## config.mk

```make
export PLATFORM = sky130hd
export DESIGN_NAME = prgm_top
export DESIGN_NICKNAME = d
export VERILOG_FILES = /design/src/verilog/prgm_pkg.sv /design/src/verilog/prgm_top.sv /design/src/verilog/prgm_sync.sv /design/src/verilog/prgm_rx_lanes.sv
export SDC_FILE = /design/constraint.sdc
export NUM_CORES = 1
export LEC_CHECK = 0
export BUFFER_PORTS_ARGS = -buffer_cell sky130_fd_sc_hd__buf_2
export CAP_MARGIN = 5
export CORE_UTILIZATION = 35
export CTS_CLUSTER_DIAMETER = 40
export CTS_CLUSTER_SIZE = 12
export DETAILED_ROUTE_END_ITERATION = 10
export SYNTH_ARGS = -nofsm -noshare
export SYNTH_HDL_FRONTEND = slang
export SYNTH_SLANG_ARGS = --single-unit
```

## constraint.sdc

```tcl
create_clock -name pclk -period 2.8 [get_ports pclk]
set_input_delay 0.7 -clock pclk [delete_from_list [all_inputs] [get_ports pclk]]
set_output_delay 0.7 -clock pclk [all_outputs]
set_load 0.05 [all_outputs]
```

## src/verilog/prgm_pkg.sv

```systemverilog
// Package for the transceiver pin logic: rates, register map, fields, carriers
package prgm_pkg;

	// ---------------------------------------------------------------
	// Clock rates
	// ---------------------------------------------------------------
	localparam int PCLK_KHZ    = 100000;
	localparam int XTAL_KHZ    = 25000;
	localparam int RATE_G_KHZ  = 125000;
	localparam int RATE_F_KHZ  = 25000;
	localparam int RATE_T_KHZ  = 2500;
	localparam int REF_KHZ     = 125000;

	// Half period in pclk cycles, rounded down, never below one
	function automatic int half_cnt(input int khz);
		int c;
		c = PCLK_KHZ / (2 * khz);
		return (c < 1) ? 1 : c;
	endfunction

	localparam int HALF_G      = half_cnt(RATE_G_KHZ);
	localparam int HALF_F      = half_cnt(RATE_F_KHZ);
	localparam int HALF_T      = half_cnt(RATE_T_KHZ);
	localparam int HALF_REF    = half_cnt(REF_KHZ);
	localparam int STRAP_WAIT  = 2;

	// ---------------------------------------------------------------
	// Link speed codes, as carried in band
	// ---------------------------------------------------------------
	localparam logic [1:0] SPEED_10   = 2'h0;
	localparam logic [1:0] SPEED_100  = 2'h1;
	localparam logic [1:0] SPEED_1000 = 2'h2;

	// ---------------------------------------------------------------
	// Register map (byte addresses)
	// ---------------------------------------------------------------
	localparam logic [7:0] ADDR_OUT_CTRL = 8'h00;
	localparam logic [7:0] ADDR_GP_DIR   = 8'h04;
	localparam logic [7:0] ADDR_GP_PU    = 8'h08;
	localparam logic [7:0] ADDR_GP_BUF   = 8'h0c;
	localparam logic [7:0] ADDR_GP_OUT   = 8'h10;
	localparam logic [7:0] ADDR_GP_IN    = 8'h14;
	localparam logic [7:0] ADDR_INT_PEND = 8'h18;
	localparam logic [7:0] ADDR_INT_EN   = 8'h1c;
	localparam logic [7:0] ADDR_STATUS   = 8'h20;

	// Output control fields
	localparam int LEDPOL_LSB  = 0;
	localparam int LEDPP_LSB   = 5;
	localparam int MDIOPP_BIT  = 10;
	localparam int INTPP_BIT   = 11;
	localparam int INTINV_BIT  = 12;
	localparam int REFEN_BIT   = 13;
	localparam int REFSYNC_BIT = 14;
	localparam int OUTCTL_W    = 15;
	localparam logic [OUTCTL_W-1:0] OUT_CTRL_RST = 15'h2000;

	// Status fields
	localparam int ST_LINK_BIT  = 0;
	localparam int ST_SPEED_LSB = 1;
	localparam int ST_DUPLEX    = 3;
	localparam int ST_ADDR_LSB  = 4;
	localparam int ST_REFSTRAP  = 7;

	// ---------------------------------------------------------------
	// Carriers
	// ---------------------------------------------------------------
	typedef struct packed {
		logic       duplex;
		logic [1:0] speed;
		logic       link;
	} prgm_link_t;

	typedef struct packed {
		logic [3:0] d;
		logic       ctl;
	} prgm_lane_t;

endpackage

```

## src/verilog/prgm_top.sv

```systemverilog
// Transceiver pin logic: RGMII lanes, indicators, GPIO, MDIO, interrupt, ref clock, straps
//
// Contract
// - Device delivers received data on four receive lanes.
// - Idle receive lanes carry speed, duplex and link state.
// - Device encodes valid and error on the receive control lane.
// - Device drives receive clock at the rate of the link speed; at 1000 Mbps the pclk divider gives 50 MHz, not 125 MHz.
// - Each indicator takes polarity from its own control bit.
// - Indicator push-pull or single-ended; single-ended drives only its active level.
// - GPIO direction, pull-up and buffer type come from registers.
// - Management data driven push-pull or single-ended by a control bit.
// - Interrupt push-pull or open-drain by bit; open-drain after reset.
// - Interrupt polarity follows invert bit; active low after reset.
// - Open-drain interrupt is forced active low.
// - Reference clock output, optionally locked to receive timing.
// - Chip reset resets all; straps captured at its release.
// - Internal timing derives from the 25 MHz reference.
// - Reference clock strap latched 0 disables output, 1 enables.
// - Three address straps latched at reset give address 0 to 7.
//
// Local design decisions: the APB interface to the registers and the address map.
`timescale 1ns/1ps
module prgm_top #(
	parameter int GP_N  = 7,
	parameter int IRQ_N = 8
) (
	// Clock and reset
	input  wire logic               pclk,
	input  wire logic               presetn,
	// APB slave
	input  wire logic [7:0]         paddr,
	input  wire logic               psel,
	input  wire logic               penable,
	input  wire logic               pwrite,
	input  wire logic [31:0]        pwdata,
	output logic      [31:0]        prdata,
	output logic                    pready,
	output logic                    pslverr,
	// Transmit pins
	input  wire logic               txc,
	input  wire logic               tx_ctl,
	input  wire logic [3:0]         txd,
	// Transmit core side
	output logic      [7:0]         tx_data,
	output logic                    tx_en,
	output logic                    tx_er,
	output logic                    tx_strobe,
	// Receive core side
	input  wire logic [7:0]         rx_byte,
	input  wire logic               rx_valid,
	input  wire logic               rx_err,
	input  wire prgm_pkg::prgm_link_t link_state,
	output logic                    rx_take,
	// Receive pins
	output logic                    rxc,
	output logic      [3:0]         rxd,
	output logic                    rx_ctl,
	// Indicators
	input  wire logic [4:0]         indicator_on,
	output logic      [4:0]         indicator_o,
	output logic      [4:0]         indicator_oe,
	// General purpose pins
	input  wire logic [GP_N-1:0]    gp_pin_i,
	output logic      [GP_N-1:0]    gp_pin_o,
	output logic      [GP_N-1:0]    gp_pin_oe,
	output logic      [GP_N-1:0]    gp_pin_pu,
	// Management pins and engine
	input  wire logic               mdc,
	input  wire logic               mdio_i,
	output logic                    mdio_o,
	output logic                    mdio_oe,
	input  wire logic               mgmt_drive,
	input  wire logic               mgmt_bit,
	output logic                    mgmt_rise,
	output logic                    mgmt_in,
	// Interrupt
	input  wire logic [IRQ_N-1:0]   irq_event,
	output logic                    int_o,
	output logic                    int_oe,
	// Reference clock and straps
	output logic                    ref_clk_out,
	input  wire logic               ref_clk_out_strap,
	input  wire logic [2:0]         mgmt_addr_strap,
	input  wire logic [4:0]         indicator_strap,
	output logic      [2:0]         mgmt_addr
);
	initial begin
		if (GP_N < 1 || GP_N > 32) $error("prgm_top: GP_N out of range");
		if (IRQ_N < 1 || IRQ_N > 32) $error("prgm_top: IRQ_N out of range");
	end

	// ---------------------------------------------------------------
	// Pin synchronisers
	// ---------------------------------------------------------------
	logic [5:0]      tx_s;
	logic [1:0]      md_s;
	logic [GP_N-1:0] gp_s;
	logic [8:0]      strap_s;

	prgm_sync #(.W(6)) u_tx_sync (.pclk(pclk), .presetn(presetn), .d({txc, tx_ctl, txd}), .q(tx_s));
	prgm_sync #(.W(2)) u_md_sync (.pclk(pclk), .presetn(presetn), .d({mdc, mdio_i}), .q(md_s));
	prgm_sync #(.W(GP_N)) u_gp_sync (.pclk(pclk), .presetn(presetn), .d(gp_pin_i), .q(gp_s));
	prgm_sync #(.W(9)) u_st_sync (.pclk(pclk), .presetn(presetn),
		.d({ref_clk_out_strap, mgmt_addr_strap, indicator_strap}), .q(strap_s));

	// ---------------------------------------------------------------
	// Registers
	// ---------------------------------------------------------------
	logic [prgm_pkg::OUTCTL_W-1:0] ctrl_reg;
	logic [GP_N-1:0]  gp_dir_reg, gp_pu_reg, gp_pp_reg, gp_out_reg;
	logic [IRQ_N-1:0] pend_reg, en_reg;
	logic             strap_done_reg, ref_strap_reg;
	logic [1:0]       strap_cnt_reg;
	logic             wr_acc, setup;
	logic             irq_any;

	assign setup   = psel && !penable;
	assign wr_acc  = psel && penable && pready && pwrite;
	assign irq_any = |(pend_reg & en_reg);

	function automatic logic is_mapped(input logic [7:0] a);
		return a == prgm_pkg::ADDR_OUT_CTRL || a == prgm_pkg::ADDR_GP_DIR || a == prgm_pkg::ADDR_GP_PU
			|| a == prgm_pkg::ADDR_GP_BUF || a == prgm_pkg::ADDR_GP_OUT || a == prgm_pkg::ADDR_GP_IN
			|| a == prgm_pkg::ADDR_INT_PEND || a == prgm_pkg::ADDR_INT_EN || a == prgm_pkg::ADDR_STATUS;
	endfunction

	// Straps wait out the synchroniser, then are caught once
	always_ff @(posedge pclk or negedge presetn) begin
		if (!presetn) begin
			strap_cnt_reg  <= 2'h0;
			strap_done_reg <= 1'b0;
			ref_strap_reg  <= 1'b0;
			mgmt_addr      <= 3'h0;
		end else if (!strap_done_reg) begin
			if (strap_cnt_reg == 2'(prgm_pkg::STRAP_WAIT)) begin
				strap_done_reg <= 1'b1;
				ref_strap_reg  <= strap_s[8];
				mgmt_addr      <= strap_s[7:5];
			end else begin
				strap_cnt_reg <= strap_cnt_reg + 2'h1;
			end
		end
	end

	// Control register; indicator polarity defaults from the straps
	always_ff @(posedge pclk or negedge presetn) begin
		if (!presetn) begin
			ctrl_reg <= prgm_pkg::OUT_CTRL_RST;
		end else if (!strap_done_reg && strap_cnt_reg == 2'(prgm_pkg::STRAP_WAIT)) begin
			ctrl_reg[prgm_pkg::LEDPOL_LSB +: 5] <= ~strap_s[4:0];
		end else if (wr_acc && paddr == prgm_pkg::ADDR_OUT_CTRL) begin
			ctrl_reg <= pwdata[prgm_pkg::OUTCTL_W-1:0];
		end
	end

	always_ff @(posedge pclk or negedge presetn) begin
		if (!presetn) begin
			gp_dir_reg <= '0;
			gp_pu_reg  <= '0;
			gp_pp_reg  <= '0;
			gp_out_reg <= '0;
			en_reg     <= '0;
		end else if (wr_acc) begin
			if (paddr == prgm_pkg::ADDR_GP_DIR) gp_dir_reg <= pwdata[GP_N-1:0];
			else if (paddr == prgm_pkg::ADDR_GP_PU) gp_pu_reg <= pwdata[GP_N-1:0];
			else if (paddr == prgm_pkg::ADDR_GP_BUF) gp_pp_reg <= pwdata[GP_N-1:0];
			else if (paddr == prgm_pkg::ADDR_GP_OUT) gp_out_reg <= pwdata[GP_N-1:0];
			else if (paddr == prgm_pkg::ADDR_INT_EN) en_reg <= pwdata[IRQ_N-1:0];
		end
	end

	// Pending bits: write one to clear, a new event wins over the clear
	always_ff @(posedge pclk or negedge presetn) begin
		if (!presetn) begin
			pend_reg <= '0;
		end else if (wr_acc && paddr == prgm_pkg::ADDR_INT_PEND) begin
			pend_reg <= (pend_reg & ~pwdata[IRQ_N-1:0]) | irq_event;
		end else begin
			pend_reg <= pend_reg | irq_event;
		end
	end

	// ---------------------------------------------------------------
	// APB answer: ready in the first access cycle, no wait states
	// ---------------------------------------------------------------
	always_ff @(posedge pclk or negedge presetn) begin
		if (!presetn) begin
			pready  <= 1'b0;
			pslverr <= 1'b0;
			prdata  <= 32'h0;
		end else begin
			pready  <= setup;
			pslverr <= setup && !is_mapped(paddr);
			prdata  <= 32'h0;
			if (setup && !pwrite) begin
				if (paddr == prgm_pkg::ADDR_OUT_CTRL) prdata <= 32'(ctrl_reg);
				else if (paddr == prgm_pkg::ADDR_GP_DIR) prdata <= 32'(gp_dir_reg);
				else if (paddr == prgm_pkg::ADDR_GP_PU) prdata <= 32'(gp_pu_reg);
				else if (paddr == prgm_pkg::ADDR_GP_BUF) prdata <= 32'(gp_pp_reg);
				else if (paddr == prgm_pkg::ADDR_GP_OUT) prdata <= 32'(gp_out_reg);
				else if (paddr == prgm_pkg::ADDR_GP_IN) prdata <= 32'(gp_s);
				else if (paddr == prgm_pkg::ADDR_INT_PEND) prdata <= 32'(pend_reg);
				else if (paddr == prgm_pkg::ADDR_INT_EN) prdata <= 32'(en_reg);
				else if (paddr == prgm_pkg::ADDR_STATUS)
					prdata <= 32'({ref_strap_reg, mgmt_addr, link_state});
			end
		end
	end

	// ---------------------------------------------------------------
	// Transmit capture on edges of the sampled transmit clock
	// ---------------------------------------------------------------
	logic       txc_d_reg, tx_ctl_lo_reg;
	logic [3:0] tx_lo_reg;

	always_ff @(posedge pclk or negedge presetn) begin
		if (!presetn) begin
			txc_d_reg     <= 1'b0;
			tx_lo_reg     <= 4'h0;
			tx_ctl_lo_reg <= 1'b0;
			tx_data       <= 8'h0;
			tx_en         <= 1'b0;
			tx_er         <= 1'b0;
			tx_strobe     <= 1'b0;
		end else begin
			txc_d_reg <= tx_s[5];
			tx_strobe <= 1'b0;
			if (tx_s[5] && !txc_d_reg) begin
				tx_lo_reg     <= tx_s[3:0];
				tx_ctl_lo_reg <= tx_s[4];
			end else if (!tx_s[5] && txc_d_reg) begin
				tx_data   <= {tx_s[3:0], tx_lo_reg};
				tx_en     <= tx_ctl_lo_reg;
				tx_er     <= tx_ctl_lo_reg ^ tx_s[4];
				tx_strobe <= 1'b1;
			end
		end
	end

	// ---------------------------------------------------------------
	// Receive lanes
	// ---------------------------------------------------------------
	prgm_pkg::prgm_lane_t lane;

	prgm_rx_lanes u_rx (
		.pclk    (pclk),
		.presetn (presetn),
		.rx_byte (rx_byte),
		.rx_valid(rx_valid),
		.rx_err  (rx_err),
		.lnk     (link_state),
		.rx_take (rx_take),
		.rxc     (rxc),
		.lane    (lane)
	);
	assign rxd    = lane.d;
	assign rx_ctl = lane.ctl;

	// ---------------------------------------------------------------
	// Indicators and general purpose pins
	// ---------------------------------------------------------------
	logic [4:0] led_pol, led_pp;
	assign led_pol = ctrl_reg[prgm_pkg::LEDPOL_LSB +: 5];
	assign led_pp  = ctrl_reg[prgm_pkg::LEDPP_LSB +: 5];

	always_ff @(posedge pclk or negedge presetn) begin
		if (!presetn) begin
			indicator_o  <= 5'h0;
			indicator_oe <= 5'h0;
		end else begin
			for (int i = 0; i < 5; i++) begin
				indicator_o[i]  <= indicator_on[i] ? led_pol[i] : ~led_pol[i];
				indicator_oe[i] <= led_pp[i] || indicator_on[i];
			end
		end
	end

	// Single-ended GPIO drives low only; the pull-up gives the high level
	always_ff @(posedge pclk or negedge presetn) begin
		if (!presetn) begin
			gp_pin_o  <= '0;
			gp_pin_oe <= '0;
			gp_pin_pu <= '0;
		end else begin
			gp_pin_o  <= gp_out_reg;
			gp_pin_oe <= gp_dir_reg & (gp_pp_reg | ~gp_out_reg);
			gp_pin_pu <= gp_pu_reg;
		end
	end

	// ---------------------------------------------------------------
	// Management data pin
	// ---------------------------------------------------------------
	logic mdc_d_reg;

	always_ff @(posedge pclk or negedge presetn) begin
		if (!presetn) begin
			mdc_d_reg <= 1'b0;
			mgmt_rise <= 1'b0;
			mgmt_in   <= 1'b0;
			mdio_o    <= 1'b0;
			mdio_oe   <= 1'b0;
		end else begin
			mdc_d_reg <= md_s[1];
			// Edges wait for settled synchronisers: their reset level is not the pulled-up idle level
			mgmt_rise <= md_s[1] && !mdc_d_reg && strap_done_reg;
			mgmt_in   <= md_s[0];
			mdio_o    <= mgmt_bit;
			mdio_oe   <= mgmt_drive && (ctrl_reg[prgm_pkg::MDIOPP_BIT] || !mgmt_bit);
		end
	end

	// ---------------------------------------------------------------
	// Interrupt pin
	// ---------------------------------------------------------------
	logic int_pp, int_inv;
	assign int_pp  = ctrl_reg[prgm_pkg::INTPP_BIT];
	assign int_inv = ctrl_reg[prgm_pkg::INTINV_BIT];

	always_ff @(posedge pclk or negedge presetn) begin
		if (!presetn) begin
			int_o  <= 1'b0;
			int_oe <= 1'b0;
		end else if (int_pp) begin
			int_o  <= irq_any ~^ int_inv;
			int_oe <= 1'b1;
		end else begin
			int_o  <= 1'b0;
			int_oe <= irq_any;
		end
	end

	// ---------------------------------------------------------------
	// Reference clock: free divider, or follows the receive clock
	// ---------------------------------------------------------------
	logic [7:0] ref_cnt_reg;
	logic       ref_on;
	assign ref_on = ref_strap_reg && ctrl_reg[prgm_pkg::REFEN_BIT];

	// Divider runs off pclk, itself derived from the 25 MHz reference
	always_ff @(posedge pclk or negedge presetn) begin
		if (!presetn) begin
			ref_cnt_reg <= 8'h0;
			ref_clk_out <= 1'b0;
		end else if (!ref_on) begin
			ref_cnt_reg <= 8'h0;
			ref_clk_out <= 1'b0;
		end else if (ctrl_reg[prgm_pkg::REFSYNC_BIT]) begin
			ref_clk_out <= rxc;
		end else if (ref_cnt_reg >= 8'(prgm_pkg::HALF_REF - 1)) begin
			ref_cnt_reg <= 8'h0;
			ref_clk_out <= ~ref_clk_out;
		end else begin
			ref_cnt_reg <= ref_cnt_reg + 8'h1;
		end
	end

	// ---------------------------------------------------------------
	// Checks
	// ---------------------------------------------------------------
	int_od_low_a: assert property (@(posedge pclk) disable iff (!presetn)
		(!$past(int_pp) && int_oe) |-> !int_o)
		else $error("open-drain interrupt not active low");
	int_hold_a: assert property (@(posedge pclk) disable iff (!presetn)
		(irq_any && !int_pp && $stable(int_pp)) |=> int_oe && !int_o)
		else $error("interrupt not asserted while pending");
	int_pol_a: assert property (@(posedge pclk) disable iff (!presetn)
		(int_pp && !irq_any) |=> int_oe && (int_o == !$past(int_inv)))
		else $error("idle push-pull interrupt level wrong");
	led_level_a: assert property (@(posedge pclk) disable iff (!presetn)
		1'b1 |=> indicator_o[0] == ($past(indicator_on[0]) ? $past(led_pol[0]) : !$past(led_pol[0])))
		else $error("indicator level ignores polarity");
	led_single_a: assert property (@(posedge pclk) disable iff (!presetn)
		(!led_pp[1] && !indicator_on[1]) |=> !indicator_oe[1])
		else $error("single-ended indicator drives inactive level");
	pend_set_a: assert property (@(posedge pclk) disable iff (!presetn)
		irq_event[0] |=> pend_reg[0])
		else $error("interrupt event lost");
	apb_ready_a: assert property (@(posedge pclk) disable iff (!presetn)
		setup |=> pready ##1 !pready)
		else $error("apb ready not one access cycle");
	strap_hold_a: assert property (@(posedge pclk) disable iff (!presetn)
		strap_done_reg |=> strap_done_reg && $stable(mgmt_addr) && $stable(ref_strap_reg))
		else $error("strap value changed after capture");
	ref_off_a: assert property (@(posedge pclk) disable iff (!presetn)
		!ref_strap_reg |=> !ref_clk_out)
		else $error("reference clock runs with strap low");
	mdio_od_a: assert property (@(posedge pclk) disable iff (!presetn)
		(!ctrl_reg[prgm_pkg::MDIOPP_BIT] && mgmt_bit) |=> !mdio_oe)
		else $error("single-ended management line drives high");
	gp_od_a: assert property (@(posedge pclk) disable iff (!presetn)
		(!gp_dir_reg[0]) |=> !gp_pin_oe[0])
		else $error("input gpio is driven");
	tx_pulse_a: assert property (@(posedge pclk) disable iff (!presetn)
		tx_strobe |=> !tx_strobe)
		else $error("transmit strobe longer than one cycle");
endmodule

```

## src/verilog/prgm_sync.sv

```systemverilog
// Two-flop synchroniser for a vector of pin levels
`timescale 1ns/1ps
module prgm_sync #(
	parameter int W = 1
) (
	// Clock and reset
	input  wire logic         pclk,
	input  wire logic         presetn,
	// Levels
	input  wire logic [W-1:0] d,
	output logic      [W-1:0] q
);
	logic [W-1:0] meta_reg;

	initial begin
		if (W < 1) $error("prgm_sync: width must be at least one");
	end

	always_ff @(posedge pclk or negedge presetn) begin
		if (!presetn) begin
			meta_reg <= '0;
			q        <= '0;
		end else begin
			meta_reg <= d;
			q        <= meta_reg;
		end
	end
endmodule

```

## src/verilog/prgm_rx_lanes.sv

```systemverilog
// Receive clock and double-edge lane generator toward the MAC
`timescale 1ns/1ps
module prgm_rx_lanes (
	// Clock and reset
	input  wire logic               pclk,
	input  wire logic               presetn,
	// Core side
	input  wire logic [7:0]         rx_byte,
	input  wire logic               rx_valid,
	input  wire logic               rx_err,
	input  wire prgm_pkg::prgm_link_t lnk,
	output logic                    rx_take,
	// Pins
	output logic                    rxc,
	output prgm_pkg::prgm_lane_t    lane
);
	logic [15:0] cnt_reg;
	logic [15:0] half;
	logic [3:0]  hi_nib_reg;
	logic        hi_ctl_reg;
	logic        wrap;
	logic        idle;

	always_comb begin
		if (lnk.speed == prgm_pkg::SPEED_1000) half = 16'(prgm_pkg::HALF_G);
		else if (lnk.speed == prgm_pkg::SPEED_100) half = 16'(prgm_pkg::HALF_F);
		else half = 16'(prgm_pkg::HALF_T);
	end

	assign wrap = (cnt_reg >= half - 16'h1);
	// Carrier events (error without valid) carry core data, not status
	assign idle = !rx_valid && !rx_err;

	// ---------------------------------------------------------------
	// Rate divider
	// ---------------------------------------------------------------
	always_ff @(posedge pclk or negedge presetn) begin
		if (!presetn) begin
			cnt_reg <= 16'h0;
			rxc     <= 1'b0;
		end else if (wrap) begin
			cnt_reg <= 16'h0;
			rxc     <= ~rxc;
		end else begin
			cnt_reg <= cnt_reg + 16'h1;
		end
	end

	// ---------------------------------------------------------------
	// Lanes: low nibble with the rising edge, high with the falling
	// ---------------------------------------------------------------
	always_ff @(posedge pclk or negedge presetn) begin
		if (!presetn) begin
			lane       <= '0;
			hi_nib_reg <= 4'h0;
			hi_ctl_reg <= 1'b0;
			rx_take    <= 1'b0;
		end else begin
			rx_take <= 1'b0;
			if (wrap && !rxc) begin
				rx_take <= 1'b1;
				if (idle) begin
					lane.d     <= lnk;
					hi_nib_reg <= lnk;
				end else begin
					lane.d     <= rx_byte[3:0];
					hi_nib_reg <= rx_byte[7:4];
				end
				lane.ctl   <= rx_valid;
				hi_ctl_reg <= rx_valid ^ rx_err;
			end else if (wrap && rxc) begin
				lane.d   <= hi_nib_reg;
				lane.ctl <= hi_ctl_reg;
			end
		end
	end

	inband_a: assert property (@(posedge pclk) disable iff (!presetn)
		(wrap && !rxc && idle) |=> (lane.d == $past(lnk)) && !lane.ctl)
		else $error("in-band status missing on idle lanes");
	rxc_half_a: assert property (@(posedge pclk) disable iff (!presetn)
		(wrap && lnk.speed == prgm_pkg::SPEED_100) ##1 (lnk.speed == prgm_pkg::SPEED_100) [*2]
			|-> ($past(rxc) != $past(rxc, 2)) && $stable(rxc) ##1 !$stable(rxc))
		else $error("receive clock half period wrong at 100 Mbps");
endmodule

```

==> results.cfg <==
[worst_setup_path]
worst-path-buf-inv = 4
crit_fanout = 14
critPathTopFamily = compound AO/OA/AOI/OAI gates
slowest_delay_ns = 0.42
crit_chain = buf_2 > inv_1 > ha_1 > inv_1 > ha_1 > nand2b_1 > a2111o_1 > a21oi_2 > o2111ai_2 > buf_4 > mux2_2
end_kind = register
slowest_stage = a2111o_1
start_kind = primary input
cp.required_ns = 3.22
critPathKind = primary input to register
reg2reg_depth = 8
critical_path_arrival_ns = 2.66
cp.depth = 11

[placed_design]
place_hpwl_mm = 13.7
port_buffers = 156
gp_congestion = 0.908

[routing]
wire_per_inst_um = 16.3
via_count = 5357
dr.first_iter.drc_count = 281
drt_wl_total_mm = 19.0
via_per_inst = 4.60
drc = 0
firstDrtPassIters = 5
ant_nets = 0

[cts]
cts.path.max_buffers = 3
root_buffer = clkbuf_16
insertion_delay_ns = 0.55
post_cts_buffers = 0
cts_tree = yes
cts_hold_buf = 0
clkTransAtPathRegs_ns = 0.05
cts.sinks = 215
htreeDepth = 1
cts_resized = 0
cts_made_buffers = 30

[sta]
timing.fmax_ghz = 0.446
rsz0062_at_grt = false
finalHoldViolations = 0
tightestPinTransition_ns = 0.637
min_period_over_period_pct = 80.0
slew_violations = 0
tns_ns = 0
fin_crit_ns = 2.24
setup_viol = 0
slew_headroom_pct = 57.5
finClkSkew_ns = 0.0252
hold_slack_ns = 0.127

[synthesis]
yosysSeqAreaShare_pct = 65.2
synthDistinctLibCells = 56
synth.area.mux_share_pct = 13.1
syn_area_mm2 = 0.00825
async_flop_share_pct = 100
synthesis.instances = 614
avgSynthCellArea_um2 = 13.4
yosysWarningCount = 0
synth_fa_ha_area_share_pct = 1.21
synth_compound_area_share_pct = 7.35
synth_seq_cells = 215
synth-main-ff-cell = dfrtp_1
synth-simple-area-share_pct = 8.10
yosysTopAreaCell = dfrtp_1
synth.top_cell.area_share_pct = 64.9
synth-edff-count = 0
synth_top_family_by_area = multiplexers
synth-xor-area-share_pct = 1.49
synth.area.top_cells = dfrtp_1 (65%), mux2_2 (8.9%), mux2i_1 (2.1%), nor2_1 (1.8%), a21oi_1 (1.8%)

[global_routing]
grt_max_degree = 83
antenna_found_initial = 4
grt_first_pass_wirelength_mm = 30.2
grt_overflow = 0
grt_pass1_vias = 5463
grt_usage_pct = 16.2

[die]
chipWidth_um = 156
fp-row-count = 55
dieArea_mm2 = 0.0242
start_util_pct = 36.1
io_pins = 191
dieHeight_um = 156
core_area_mm2 = 0.0228

[power_and_ir_drop]
ir_drop_v = 0.000389
p_leak_nw = 5.28
cellPowerDensity_mw_per_mm2 = 743

[finish]
drive_gt1_share_pct = 38.1
final_cell_mix = dfrtp_1 (214), buf_2 (155), mux2_2 (65)
final_nets = 930
largest_register_ff_count = 16
mostFrequentLayoutCell = dfrtp_1
syn2layout_area_growth_pct = 29.1

[flow_run]
drv_cap = 0

[outcome]
status = finished clean

[hold_path]
hold_path_class = primary input to asynchronous set/reset pin
-- per-layer routing --
metal | routed length (um) | vias to the layer above | GRT usage [%]
met4 | 403 | 2 | 5.42
li1 | - | 2512 | -
met3 | 1460 | 35 | 3.83
met5 | 13 | - | 0
met2 | 9040 | 203 | 25.9
met1 | 8090 | 2605 | 21.7
-- worst register-to-register path: cells and delay by family, from the launching register on --
kind	cells	cell delay, ns
AO/OA/AOI/OAI	3	0.72
AND/OR/NAND/NOR	1	0.14
buffers and inverters	2	0.30
multiplexers	1	0.28
flip-flops	1	0.38
adder cells (fa/ha/maj)	1	0.27
-- cell families (layout without fill, tap and decap cells) --
family,count (synthesis),in the layout
AO/OA/AOI/OAI,90,90
flip-flops,215,215
adder cells (fa/ha/maj),8,8
other,2,30
XOR/XNOR,14,14
AND/OR/NAND/NOR,132,132
multiplexers,96,96
buffers and inverters,57,266
-- layout make-up --
cell class	count	area (um^2)
antenna	3	7.51
clock buffer	36	803
clock inverter	20	267
fill	2137	12200
inverter	25	93.8
multi-input combinational	367	2680
sequential	215	5380
tap	313	392
timing repair buffer	185	1030
-- report_power, final --
| group | switching [W] | total, W | internal [W] | leakage (nW) |
|---|---|---|---|---|
| Combinational | 0.000510 | 0.000721 | 0.000210 | 2.07 |
| Clock | 0.00143 | 0.00389 | 0.00245 | 0.519 |
| Sequential | 0.0000631 | 0.00331 | 0.00325 | 2.70 |
| Total | 0.00201 | 0.00792 | 0.00591 | 5.28 |
-- metrics by stage --
step	instance area [um^2]	worst slack (ns)	utilization, %	power (W)	std cells
2_1_floorplan	8350	0.0543	-	0.00383	639
3_3_place_gp	9580	0.0272	41.9	0.00409	1105
3_5_place_dp	9580	0.00866	41.9	0.00409	1105
4_1_cts	10600	0.564	46.6	0.00803	1161
5_1_grt	10700	0.450	46.6	0.00824	1162
6_report	10700	0.560	46.6	0.00792	1164
-- synthesized netlist by cell type (all sizes together) (9+ instances only) --
library cell,number
nand2,33
and2,9
a21oi,30
xnor2,11
buf,23
mux2i,17
dfrtp,214
nor2,40
mux2,79
inv,25
clkbuf,9
o21ai,15
-- final timing paths --
check,from,endpoint,slack (ns)
setup reg to reg,u_rx.cnt_reg[0],u_rx.lane[3],0.61
hold / removal,presetn,indicator_oe[3],0.13
setup / recovery,link_state[1],u_rx.lane[3],0.56
hold reg to reg,u_gp_sync.meta_reg[3],u_gp_sync.q[3],0.34
max in group asynchronous,presetn,ctrl_reg[13],1.89
min in group pclk,gp_pin_i[4],u_gp_sync.meta_reg[4],0.25
Power figures use the tool's default switching activity.
